--- config.mk ---
export PLATFORM = sky130hd
export DESIGN_NAME = gp_port
export DESIGN_NICKNAME = d
export VERILOG_FILES = /design/src/inc/gp_pkg.sv /design/src/hdl/gp_port.sv /design/src/hdl/gp_sync.sv
export SDC_FILE = /design/constraint.sdc
export NUM_CORES = 1
export LEC_CHECK = 0
export BUFFER_PORTS_ARGS = -buffer_cell sky130_fd_sc_hd__clkbuf_2
export CAP_MARGIN = 20
export CORE_ASPECT_RATIO = 0.6
export CORE_MARGIN = 5
export CORE_UTILIZATION = 51
export CTS_BUF_LIST = sky130_fd_sc_hd__clkbuf_2 sky130_fd_sc_hd__clkbuf_4 sky130_fd_sc_hd__clkbuf_8
export DETAILED_ROUTE_END_ITERATION = 8
export PLACE_DENSITY = 0.81
export SYNTH_ARGS = -nofsm -noshare
export SYNTH_HDL_FRONTEND = slang
export SYNTH_HIERARCHICAL = 1
export SYNTH_SLANG_ARGS = --single-unit
--- constraint.sdc ---
create_clock -name sys_clk -period 1 [get_ports sys_clk]
set_input_delay 0.25 -clock sys_clk [delete_from_list [all_inputs] [get_ports sys_clk]]
set_output_delay 0.25 -clock sys_clk [all_outputs]
set_load 0.005 [all_outputs]
--- src/inc/gp_pkg.sv ---
// Package with register map, reset values and carrier types of the I/O port.
package gp_pkg;

   // ------------------------------------------------------------------
   // Register map
   // ------------------------------------------------------------------
   localparam int GP_ADDR_W = 7; // Register address width of a frame.
   localparam int GP_PIN_W = 8; // Number of general-purpose pins.
   localparam logic [6:0] GP_PIN_DATA_OFFS = 7'h02; // pin_data_reg.
   localparam logic [6:0] GP_PIN_ORIENT_OFFS = 7'h03; // pin_orientation_reg.
   localparam logic [7:0] GP_PIN_DATA_RST = 8'hff; // All ones after reset.
   localparam logic [7:0] GP_PIN_ORIENT_RST = 8'hff; // All pins inputs.
   localparam logic [7:0] GP_UNMAPPED_READ = 8'h00; // Unimplemented reads.

   // ------------------------------------------------------------------
   // Control frame layout
   // ------------------------------------------------------------------
   localparam logic GP_RW_WRITE = 1'b0; // Flag value that asks a write.
   localparam logic [7:0] GP_REPLY_UPPER = 8'h00; // Upper reply byte.

   // Control word as received, most significant bit first.
   typedef struct packed {
      logic read_not_write; // One reads, zero writes.
      logic [6:0] reg_address; // reg_address_msb down to reg_address_lsb.
      logic [7:0] data; // Byte to write, ignored on reads.
   } gp_ctl_word_t;

   // Control word sent back in the cycle after the frame is taken.
   typedef struct packed {
      logic [7:0] upper; // Always zero.
      logic [7:0] data; // Read data, or zero after a write.
   } gp_reply_word_t;

endpackage

--- src/hdl/gp_port.sv ---
// Eight-pin general-purpose I/O port with its two frame-addressed registers.
`timescale 1ns/1ps

module gp_port #(
   parameter int PIN_W = gp_pkg::GP_PIN_W
) (
   input wire logic sys_clk,
   input wire logic reset_n,
   input wire logic ctl_valid,
   input wire gp_pkg::gp_ctl_word_t ctl_word,
   output gp_pkg::gp_reply_word_t reply_word,
   output logic reply_valid,
   input wire logic [PIN_W-1:0] pin_in,
   output logic [PIN_W-1:0] pin_out,
   output logic [PIN_W-1:0] pin_oe
);

   // ------------------------------------------------------------------
   // Declarations
   // ------------------------------------------------------------------
   logic [PIN_W-1:0] pin_level; // Pin levels after synchronising.
   logic [PIN_W-1:0] pin_orientation; // Direction register, one is input.
   logic [PIN_W-1:0] next_pin_orientation; // Next direction value.
   logic [PIN_W-1:0] next_pin_out; // Next data register value.
   logic [PIN_W-1:0] next_pin_oe; // Next output enables.
   gp_pkg::gp_reply_word_t next_reply_word; // Next reply word.
   logic next_reply_valid; // Next reply strobe.
   logic wr_data; // Frame writes the data register.
   logic wr_orient; // Frame writes the direction register.

   // True when a frame carries a write to the given register offset.
   function automatic logic write_hit(input gp_pkg::gp_ctl_word_t w,
                                      input logic [6:0] offs);
      write_hit = (w.read_not_write == gp_pkg::GP_RW_WRITE) &&
                  (w.reg_address == offs);
   endfunction

   // ------------------------------------------------------------------
   // Pin input synchroniser
   // ------------------------------------------------------------------
   // Pins are asynchronous to sys_clk, so levels pass two flops first.
   gp_sync #(
      .WIDTH(PIN_W)
   ) u_sync (
      .sys_clk(sys_clk),
      .reset_n(reset_n),
      .async_in(pin_in),
      .sync_out(pin_level)
   );

   // ------------------------------------------------------------------
   // Register file next values
   // ------------------------------------------------------------------
   // The data register is kept apart from the pins, so a value written
   // while a pin is an input survives and is driven when it turns output.
   always_comb begin
      wr_data = ctl_valid && write_hit(ctl_word, gp_pkg::GP_PIN_DATA_OFFS);
      wr_orient = ctl_valid &&
                  write_hit(ctl_word, gp_pkg::GP_PIN_ORIENT_OFFS);
      next_pin_out = pin_out;
      next_pin_orientation = pin_orientation;
      if (wr_data) begin
         next_pin_out = ctl_word.data[PIN_W-1:0];
      end
      if (wr_orient) begin
         next_pin_orientation = ctl_word.data[PIN_W-1:0];
      end
      // Enables are held as flops of their own so outputs stay registered.
      next_pin_oe = ~next_pin_orientation;
   end

   // Reset leaves every pin an input, so nothing is driven until a direction write.
   always_ff @(posedge sys_clk or negedge reset_n) begin
      if (!reset_n) begin
         pin_out <= gp_pkg::GP_PIN_DATA_RST;
         pin_orientation <= gp_pkg::GP_PIN_ORIENT_RST;
         pin_oe <= '0;
      end else begin
         pin_out <= next_pin_out;
         pin_orientation <= next_pin_orientation;
         pin_oe <= next_pin_oe;
      end
   end

   // ------------------------------------------------------------------
   // Reply next values
   // ------------------------------------------------------------------
   // A write answers zeros; a read of the data address answers pin levels
   // rather than the stored byte; unimplemented addresses read as zero.
   always_comb begin
      next_reply_valid = ctl_valid;
      next_reply_word.upper = gp_pkg::GP_REPLY_UPPER;
      next_reply_word.data = gp_pkg::GP_UNMAPPED_READ;
      if (ctl_valid && ctl_word.read_not_write != gp_pkg::GP_RW_WRITE) begin
         if (ctl_word.reg_address == gp_pkg::GP_PIN_DATA_OFFS) begin
            next_reply_word.data = 8'(pin_level);
         end else if (ctl_word.reg_address ==
                      gp_pkg::GP_PIN_ORIENT_OFFS) begin
            next_reply_word.data = 8'(pin_orientation);
         end else begin
            next_reply_word.data = gp_pkg::GP_UNMAPPED_READ;
         end
      end
   end

   // The reply stands for one cycle after the frame is taken.
   always_ff @(posedge sys_clk or negedge reset_n) begin
      if (!reset_n) begin
         reply_word <= '0;
         reply_valid <= 1'b0;
      end else begin
         reply_word <= next_reply_word;
         reply_valid <= next_reply_valid;
      end
   end

   // ------------------------------------------------------------------
   // Assertions
   // ------------------------------------------------------------------
   // Helper flags: first cycle after reset, and whether direction was set.
   logic seen_cycle;
   logic orient_written;
   logic next_seen_cycle; // Next value of the first-cycle flag.
   logic next_orient_written; // Next value of the direction-written flag.

   // The written flag is sticky until reset; after a direction write the pins
   // may be quiet or driven, so the check covers only the time before it.
   always_comb begin
      next_seen_cycle = 1'b1;
      next_orient_written = orient_written | wr_orient;
   end

   // Both helper flags clear on reset so the checks restart with the port.
   always_ff @(posedge sys_clk or negedge reset_n) begin
      if (!reset_n) begin
         seen_cycle <= 1'b0;
         orient_written <= 1'b0;
      end else begin
         seen_cycle <= next_seen_cycle;
         orient_written <= next_orient_written;
      end
   end
endmodule

--- src/hdl/gp_sync.sv ---
// Two flip-flop synchroniser for a bus of asynchronous pin levels.
`timescale 1ns/1ps

module gp_sync #(
   parameter int WIDTH = 8
) (
   input wire logic sys_clk,
   input wire logic reset_n,
   input wire logic [WIDTH-1:0] async_in,
   output logic [WIDTH-1:0] sync_out
);

   // First stage, read only by the second stage to keep metastability out.
   logic [WIDTH-1:0] meta;
   logic [WIDTH-1:0] next_meta;
   logic [WIDTH-1:0] next_sync_out;

   // ------------------------------------------------------------------
   // Next values
   // ------------------------------------------------------------------
   // Each stage simply samples the one before it.
   always_comb begin
      next_meta = async_in;
      next_sync_out = meta;
   end

   // Both stages clear to zero; the first real level appears two edges on.
   always_ff @(posedge sys_clk or negedge reset_n) begin
      if (!reset_n) begin
         meta <= '0;
         sync_out <= '0;
      end else begin
         meta <= next_meta;
         sync_out <= next_sync_out;
      end
   end

endmodule

==> metrics, run 1 <==
TritonCTS Buffers=5; outcome=finished with violations; buffers added on ports=51; Buf/Inv on CP=1; cells along the critical path=clkbuf_2; r2r setup slk=0.06 ns; Starting Density=54.0%; vias in the first global route=1139; type of the most critical hold path=in2reg; post-route ant nets=0; DR DRC count=0; final setup fails=39; first-pass GRT wire length=5400 um; share of layout cells above drive strength 1=61.6%; largest net degree at the start of global routing=50; Critical-path top delay cell=dfstp_2; CTS clock-pin slew for the worst setup and hold paths=about 0.080 ns; DR WL/cell=roughly 15 um; most frequent cells after synthesis=33 x dfrtp_1, 16 x dfstp_2, 16 x mux2i_1, 14 x mux2_2, 9 x buf_4; io pins=60; via density per instance=4.57; cell accounting for the most synthesized area=dfrtp_1; Die ar.=approximately 4800 um2; peak supply drop=1090 uV; Syn Area/Cell=~17 um2; reg2reg end=pin_out[2]; multi-input logic area=512 um2; YS warnings=6; Max stage delay on crit path=0.55 ns; most used flip-flop cell after synthesis=dfrtp_1; initial antenna violation count=0; CP Capture Type=output port; area grow syn2layout=31.3%; critical path type=reg2out; RSZ-0062 raised after global routing=yes; Tmin final=between 1 and 1.5 ns; Setup Skew=0.00378 ns; final worst path period share=120%; WP data required=0.75 ns; Layout fillers=226; Chip Width=86.4 um; failing checks=negative setup slack; Netlist cell types=16; Detailed Place HPWL=2380 um; Worst Path Arrival=between 0.9 and 1 ns; Tot GR Track Use=14.6%; largest cells by area after synthesis=dfrtp_1 46%, dfstp_2 24%, mux2i_1 9.0%, mux2_2 8.8%, buf_4 3.8%; Rows=16; Place WS=-0.435 ns; R2R Path Start=pin_out[2]; CP Launch Type=flop; LEAKAGE=1.19 nW; Pins Over Slew Limit=0; Clock H-tree levels=2; Seq/Total Area, Yosys=69.8%; Hold Crit Depth=1; Fin. Hold Viols=0; PwrDens=1520 nW/um2; flops & latches, synth=just under 50; Final #Nets=203; Pre-antenna DRT Iters=4; Worst Hold Endpoint=u_sync/meta[1]; post-synth top area share=46.3%; routability cong.=0.753; post-route cell area=2340 um2; count leader, synth=dfrtp_1; Mapped Cells=107; Clk Latency, worst-skew pair=0.29 ns; die height=55.8 um; CTS tree=done; Hold Crit Start=pin_in[1]; Max Clock Freq=between 800 and 900 MHz; gr ovfl total=0; WL final=3290 um; Storage cell area=1250 um2; DR vias=1015; CTS Sinks=49; initial DRC count=35; Placed Area=2180 um2; CTS root buf=clkbuf_8; Core Box Area=3300 um2; Worst Path Max Fanout=2; final worst slack=-0.195 ns; Post-synth EDFFs=0; clock buffer depth=2; MaxCap Viol Count=0; worst-case reg-to-reg path depth=3; CP top delay family=flip-flops; cell area after synthesis=1780 um2; diode count=0; Post-synth ARST share=100%
## placed cells by master (no fill, tap or decap), drive strengths merged
| cell type | n |
|---|---|
| buf | 19 |
| nand4 | 1 |
| and4bb | 1 |
| nand3 | 1 |
| mux2 | 16 |
| conb | 8 |
| mux2i | 16 |
| and3b | 1 |
| dlygate4sd3 | 1 |
| dfrtp | 33 |
| nor2b | 1 |
| nor2 | 8 |
| nor4 | 1 |
| clkbuf | 54 |
| dfstp | 16 |
## timing repair
action	4_1_cts	5_1_grt
endpoints found under the setup margin	44	49
buffers inserted	3	1
gates resized for setup	2	8
hold buffers	1	0
pin swaps	1	2
endpoints found under the hold margin	33	0
## routing by layer
metal,wire length (um),GRT usage [%],vias to the layer above
met5,0,0,-
met4,17,3.56,0
met3,299,6.21,3
met2,1530,22.5,42
met1,1450,18.9,489
li1,-,-,481
## kinds of logic after synthesis
kind of cell,synth area share [%]
buffers and inverters,4.70
other,0.210
DFF,69.8
and+or+nand+nor,5.75
muxes,19.5
## worst max path at each step
stage	from	to	slack, ns	cells past startpoint
3_3_place_gp	ctl_word[14]	flop	-0.41	6
4_1_cts	pin_out[3]	pin_out[3]	-0.21	1
3_5_place_dp	ctl_word[14]	flop	-0.44	6
6_report	pin_out[6]	pin_out[6]	-0.20	1
5_1_grt	pin_out[4]	pin_out[4]	-0.24	1
2_1_floorplan	ctl_word[14]	pin_out[0]	-0.31	4
## final cells by class
type                            instances  share of cell area, %
Sequential cell                        49                   53.2
Multi-Input combinational cell         54                   21.8
Timing Repair Buffer                   66                   18.6
Clock buffer                            8                   3.90
Tap cell                               45                   2.40
## power by group
| group | internal [W] | switching (W) | total, W |
|---|---|---|---|
| combinational | 0.000158 | 0.000131 | 0.000289 |
| sequential | 0.00209 | 0.0000363 | 0.00212 |
| clock | 0.000579 | 0.000570 | 0.00115 |
## per-stage QoR
step | TNS, ns | power (W) | hold WS (ns) | cells | util [%]
finish | -3.43 | 0.00356 | 0.0615 | 222 | 70.9
detailed placement | -10.30 | 0.00243 | 0.254 | 209 | 66.0
global placement | -9.49 | 0.00241 | 0.252 | 209 | 66.0
floorplan | -5.35 | 0.00227 | -0.0456 | 114 | -
CTS | -3.68 | 0.00358 | 0.0550 | 221 | 69.9
global route | -5.83 | 0.00371 | 0.0448 | 222 | 70.9
Power figures use the tool's default switching activity.
==> inputs of run 2 (changes only) <==
- ABC_AREA: unset -> 1
- PLACE_DENSITY: 0.81 -> 0.8
==> metrics, run 2 <==
Clock H-tree levels=2; Hold Crit Start=pin_in[5]; Setup Skew=0.00552 ns; Layout fillers=241; routability cong.=0.805; PwrDens=1510 nW/um2; Tot GR Track Use=16.6%; worst setup path start=pin_out[3]; Buf/Inv on CP=1; most frequent cells in the layout=50 x clkbuf_2, 47 x nand2_1, 33 x dfrtp_1; Post-synth ARST share=100%; Critical-path top delay cell=dfstp_2; MaxCap Viol Count=0; Worst Path Arrival=about 0.95 ns; largest cells by area after synthesis=dfrtp_1 45%, dfstp_2 23%, nand2_1 10%, nand3_1 4.7%, buf_4 3.3%; count leader, synth=nand2_1; cell accounting for the most synthesized area=dfrtp_1; final worst path period share=120%; most frequent cells after synthesis=49 x nand2_1, 33 x dfrtp_1, 17 x nand3_1, 16 x dfstp_2, 9 x inv_1; cell area after synthesis=1820 um2; type of the most critical hold path=in2reg; initial antenna violation count=0; Tmin final=1.20 ns; die height=56.3 um; CTS root buf=clkbuf_8; most used flip-flop cell after synthesis=dfrtp_1; clock buffer depth=2; final setup fails=25; LEAKAGE=between 1 and 1.5 nW; buffers added on ports=between 50 and 60; gr ovfl total=0; CP top delay family=flip-flops; via density per instance=4.70; Layout Cells excl Fill=~290; Pre-antenna DRT Iters=4; io pins=60; Syn Area/Cell=between 10 and 15 um2; flops & latches, synth=49; CTS clock-pin slew for the worst setup and hold paths=about 0.09 ns; Seq/Total Area, Yosys=68.5%; Storage cell area=approximately 1200 um2; post-synth top area share=a little under half; Starting Density=a little over half; Final #Nets=269; RSZ-0062 raised after global routing=yes; peak supply drop=976 uV; WP data required=0.75 ns; failing checks=negative setup slack; multi-input logic area=487 um2; Detailed Place HPWL=2920 um; Mapped Cells=165; Placed Area=2250 um2; post-route ant nets=0; Overall Power=0.00369 W; Placed Cells=270; Core Box Area=3340 um2; Worst Path Max Fanout=2; Netlist cell types=17; DR DRC count=0; first-pass GRT wire length=approximately 6200 um; critical path type=reg2out; TritonCTS Buffers=5; diode count=0; Post-synth EDFFs=0; DR WL/cell=roughly 14 um; Die ar.=a little under 5000 um2; Clk Latency, worst-skew pair=0.31 ns; Max stage delay on crit path=0.54 ns; initial DRC count=84; final worst slack=-0.205 ns; Rows=16; Chip Width=87.1 um; DR vias=1355; most common cell after layout, fill and taps aside=clkbuf_2; Pins Over Slew Limit=0; CP Launch Type=flop; Fin. Hold Viols=0; largest net degree at the start of global routing=23; Max Clock Freq=830 MHz; Min Hold Slack=0.0385 ns; share of layout cells above drive strength 1=51.0%; WL final=3940 um; vias in the first global route=~1300; YS warnings=6; outcome=finished with violations; cells along the critical path=clkbuf_2; CTS Sinks=49; area grow syn2layout=34.6%; Place WS=-0.284 ns; post-route cell area=around 2400 um2; CP Capture Type=output port; CTS tree=done
==> run 2: cells by family (layout without fill, tap and decap cells) <==
family	after synthesis	count (layout)	share of synthesized area [%]
and+or+nand+nor	79	79	20.3
other	1	8	0.206
DFF	49	49	68.5
buffers and inverters	27	98	8.12
AOI/OAI and AO/OA	9	9	2.89
==> run 2: worst paths after layout <==
| kind | endpoint | slack (ns) | depth (start not counted) |
|---|---|---|---|
| max in group asynchronous | pin_out[3] | 0.21 | 3 |
| min | u_sync/meta[5] | 0.04 | 1 |
| min in group asynchronous | u_sync/meta[0] | 0.33 | 2 |
| min reg2reg | u_sync/sync_out[1] | 0.35 | 0 |
| max reg2reg | reply_word[4] | 0.02 | 4 |
| max | pin_out[3] | -0.20 | 1 |
==> run 2: routing by layer <==
| metal | routed length, um | vias up | track usage, % |
|---|---|---|---|
| li1 | - | 646 | - |
| met1 | 1710 | 648 | 23.1 |
| met2 | 1810 | 54 | 23.7 |
| met3 | 345 | 7 | 5.99 |
| met4 | 70 | 0 | 6.56 |
| met5 | 0 | - | 0 |
==> run 2: layout make-up <==
type,instances,area share [%]
clock inverters,2,0.715
flip-flops and latches,49,50.9
multi-input cells,96,19.9
inverters,16,2.45
clock buffers,6,3.37
well taps,45,2.30
repair buffers,74,20.4
==> run 2: power by group <==
group	internal [W]	switching (W)
Sequential	0.00209	0.0000317
Combinational	0.000147	0.000176
Clock	0.000574	0.000676
==> run 2: metrics by stage <==
step	util (%)	TNS (ns)
floorplan	-	-0.0354
global placement	67.2	-5.16
detailed placement	67.2	-6.86
CTS	71.6	-2.42
global route	73.2	-3.14
finish	73.2	-2.20
==> run 2: repair_timing <==
item / in CTS / in global routing
buffers inserted: 5 / 4
gates resized for setup: 0 / 7
endpoints found under the setup margin: 25 / 34
hold endpoints to repair: 6 / 0
hold buffers: 1 / 0
pin swaps: 0 / 3
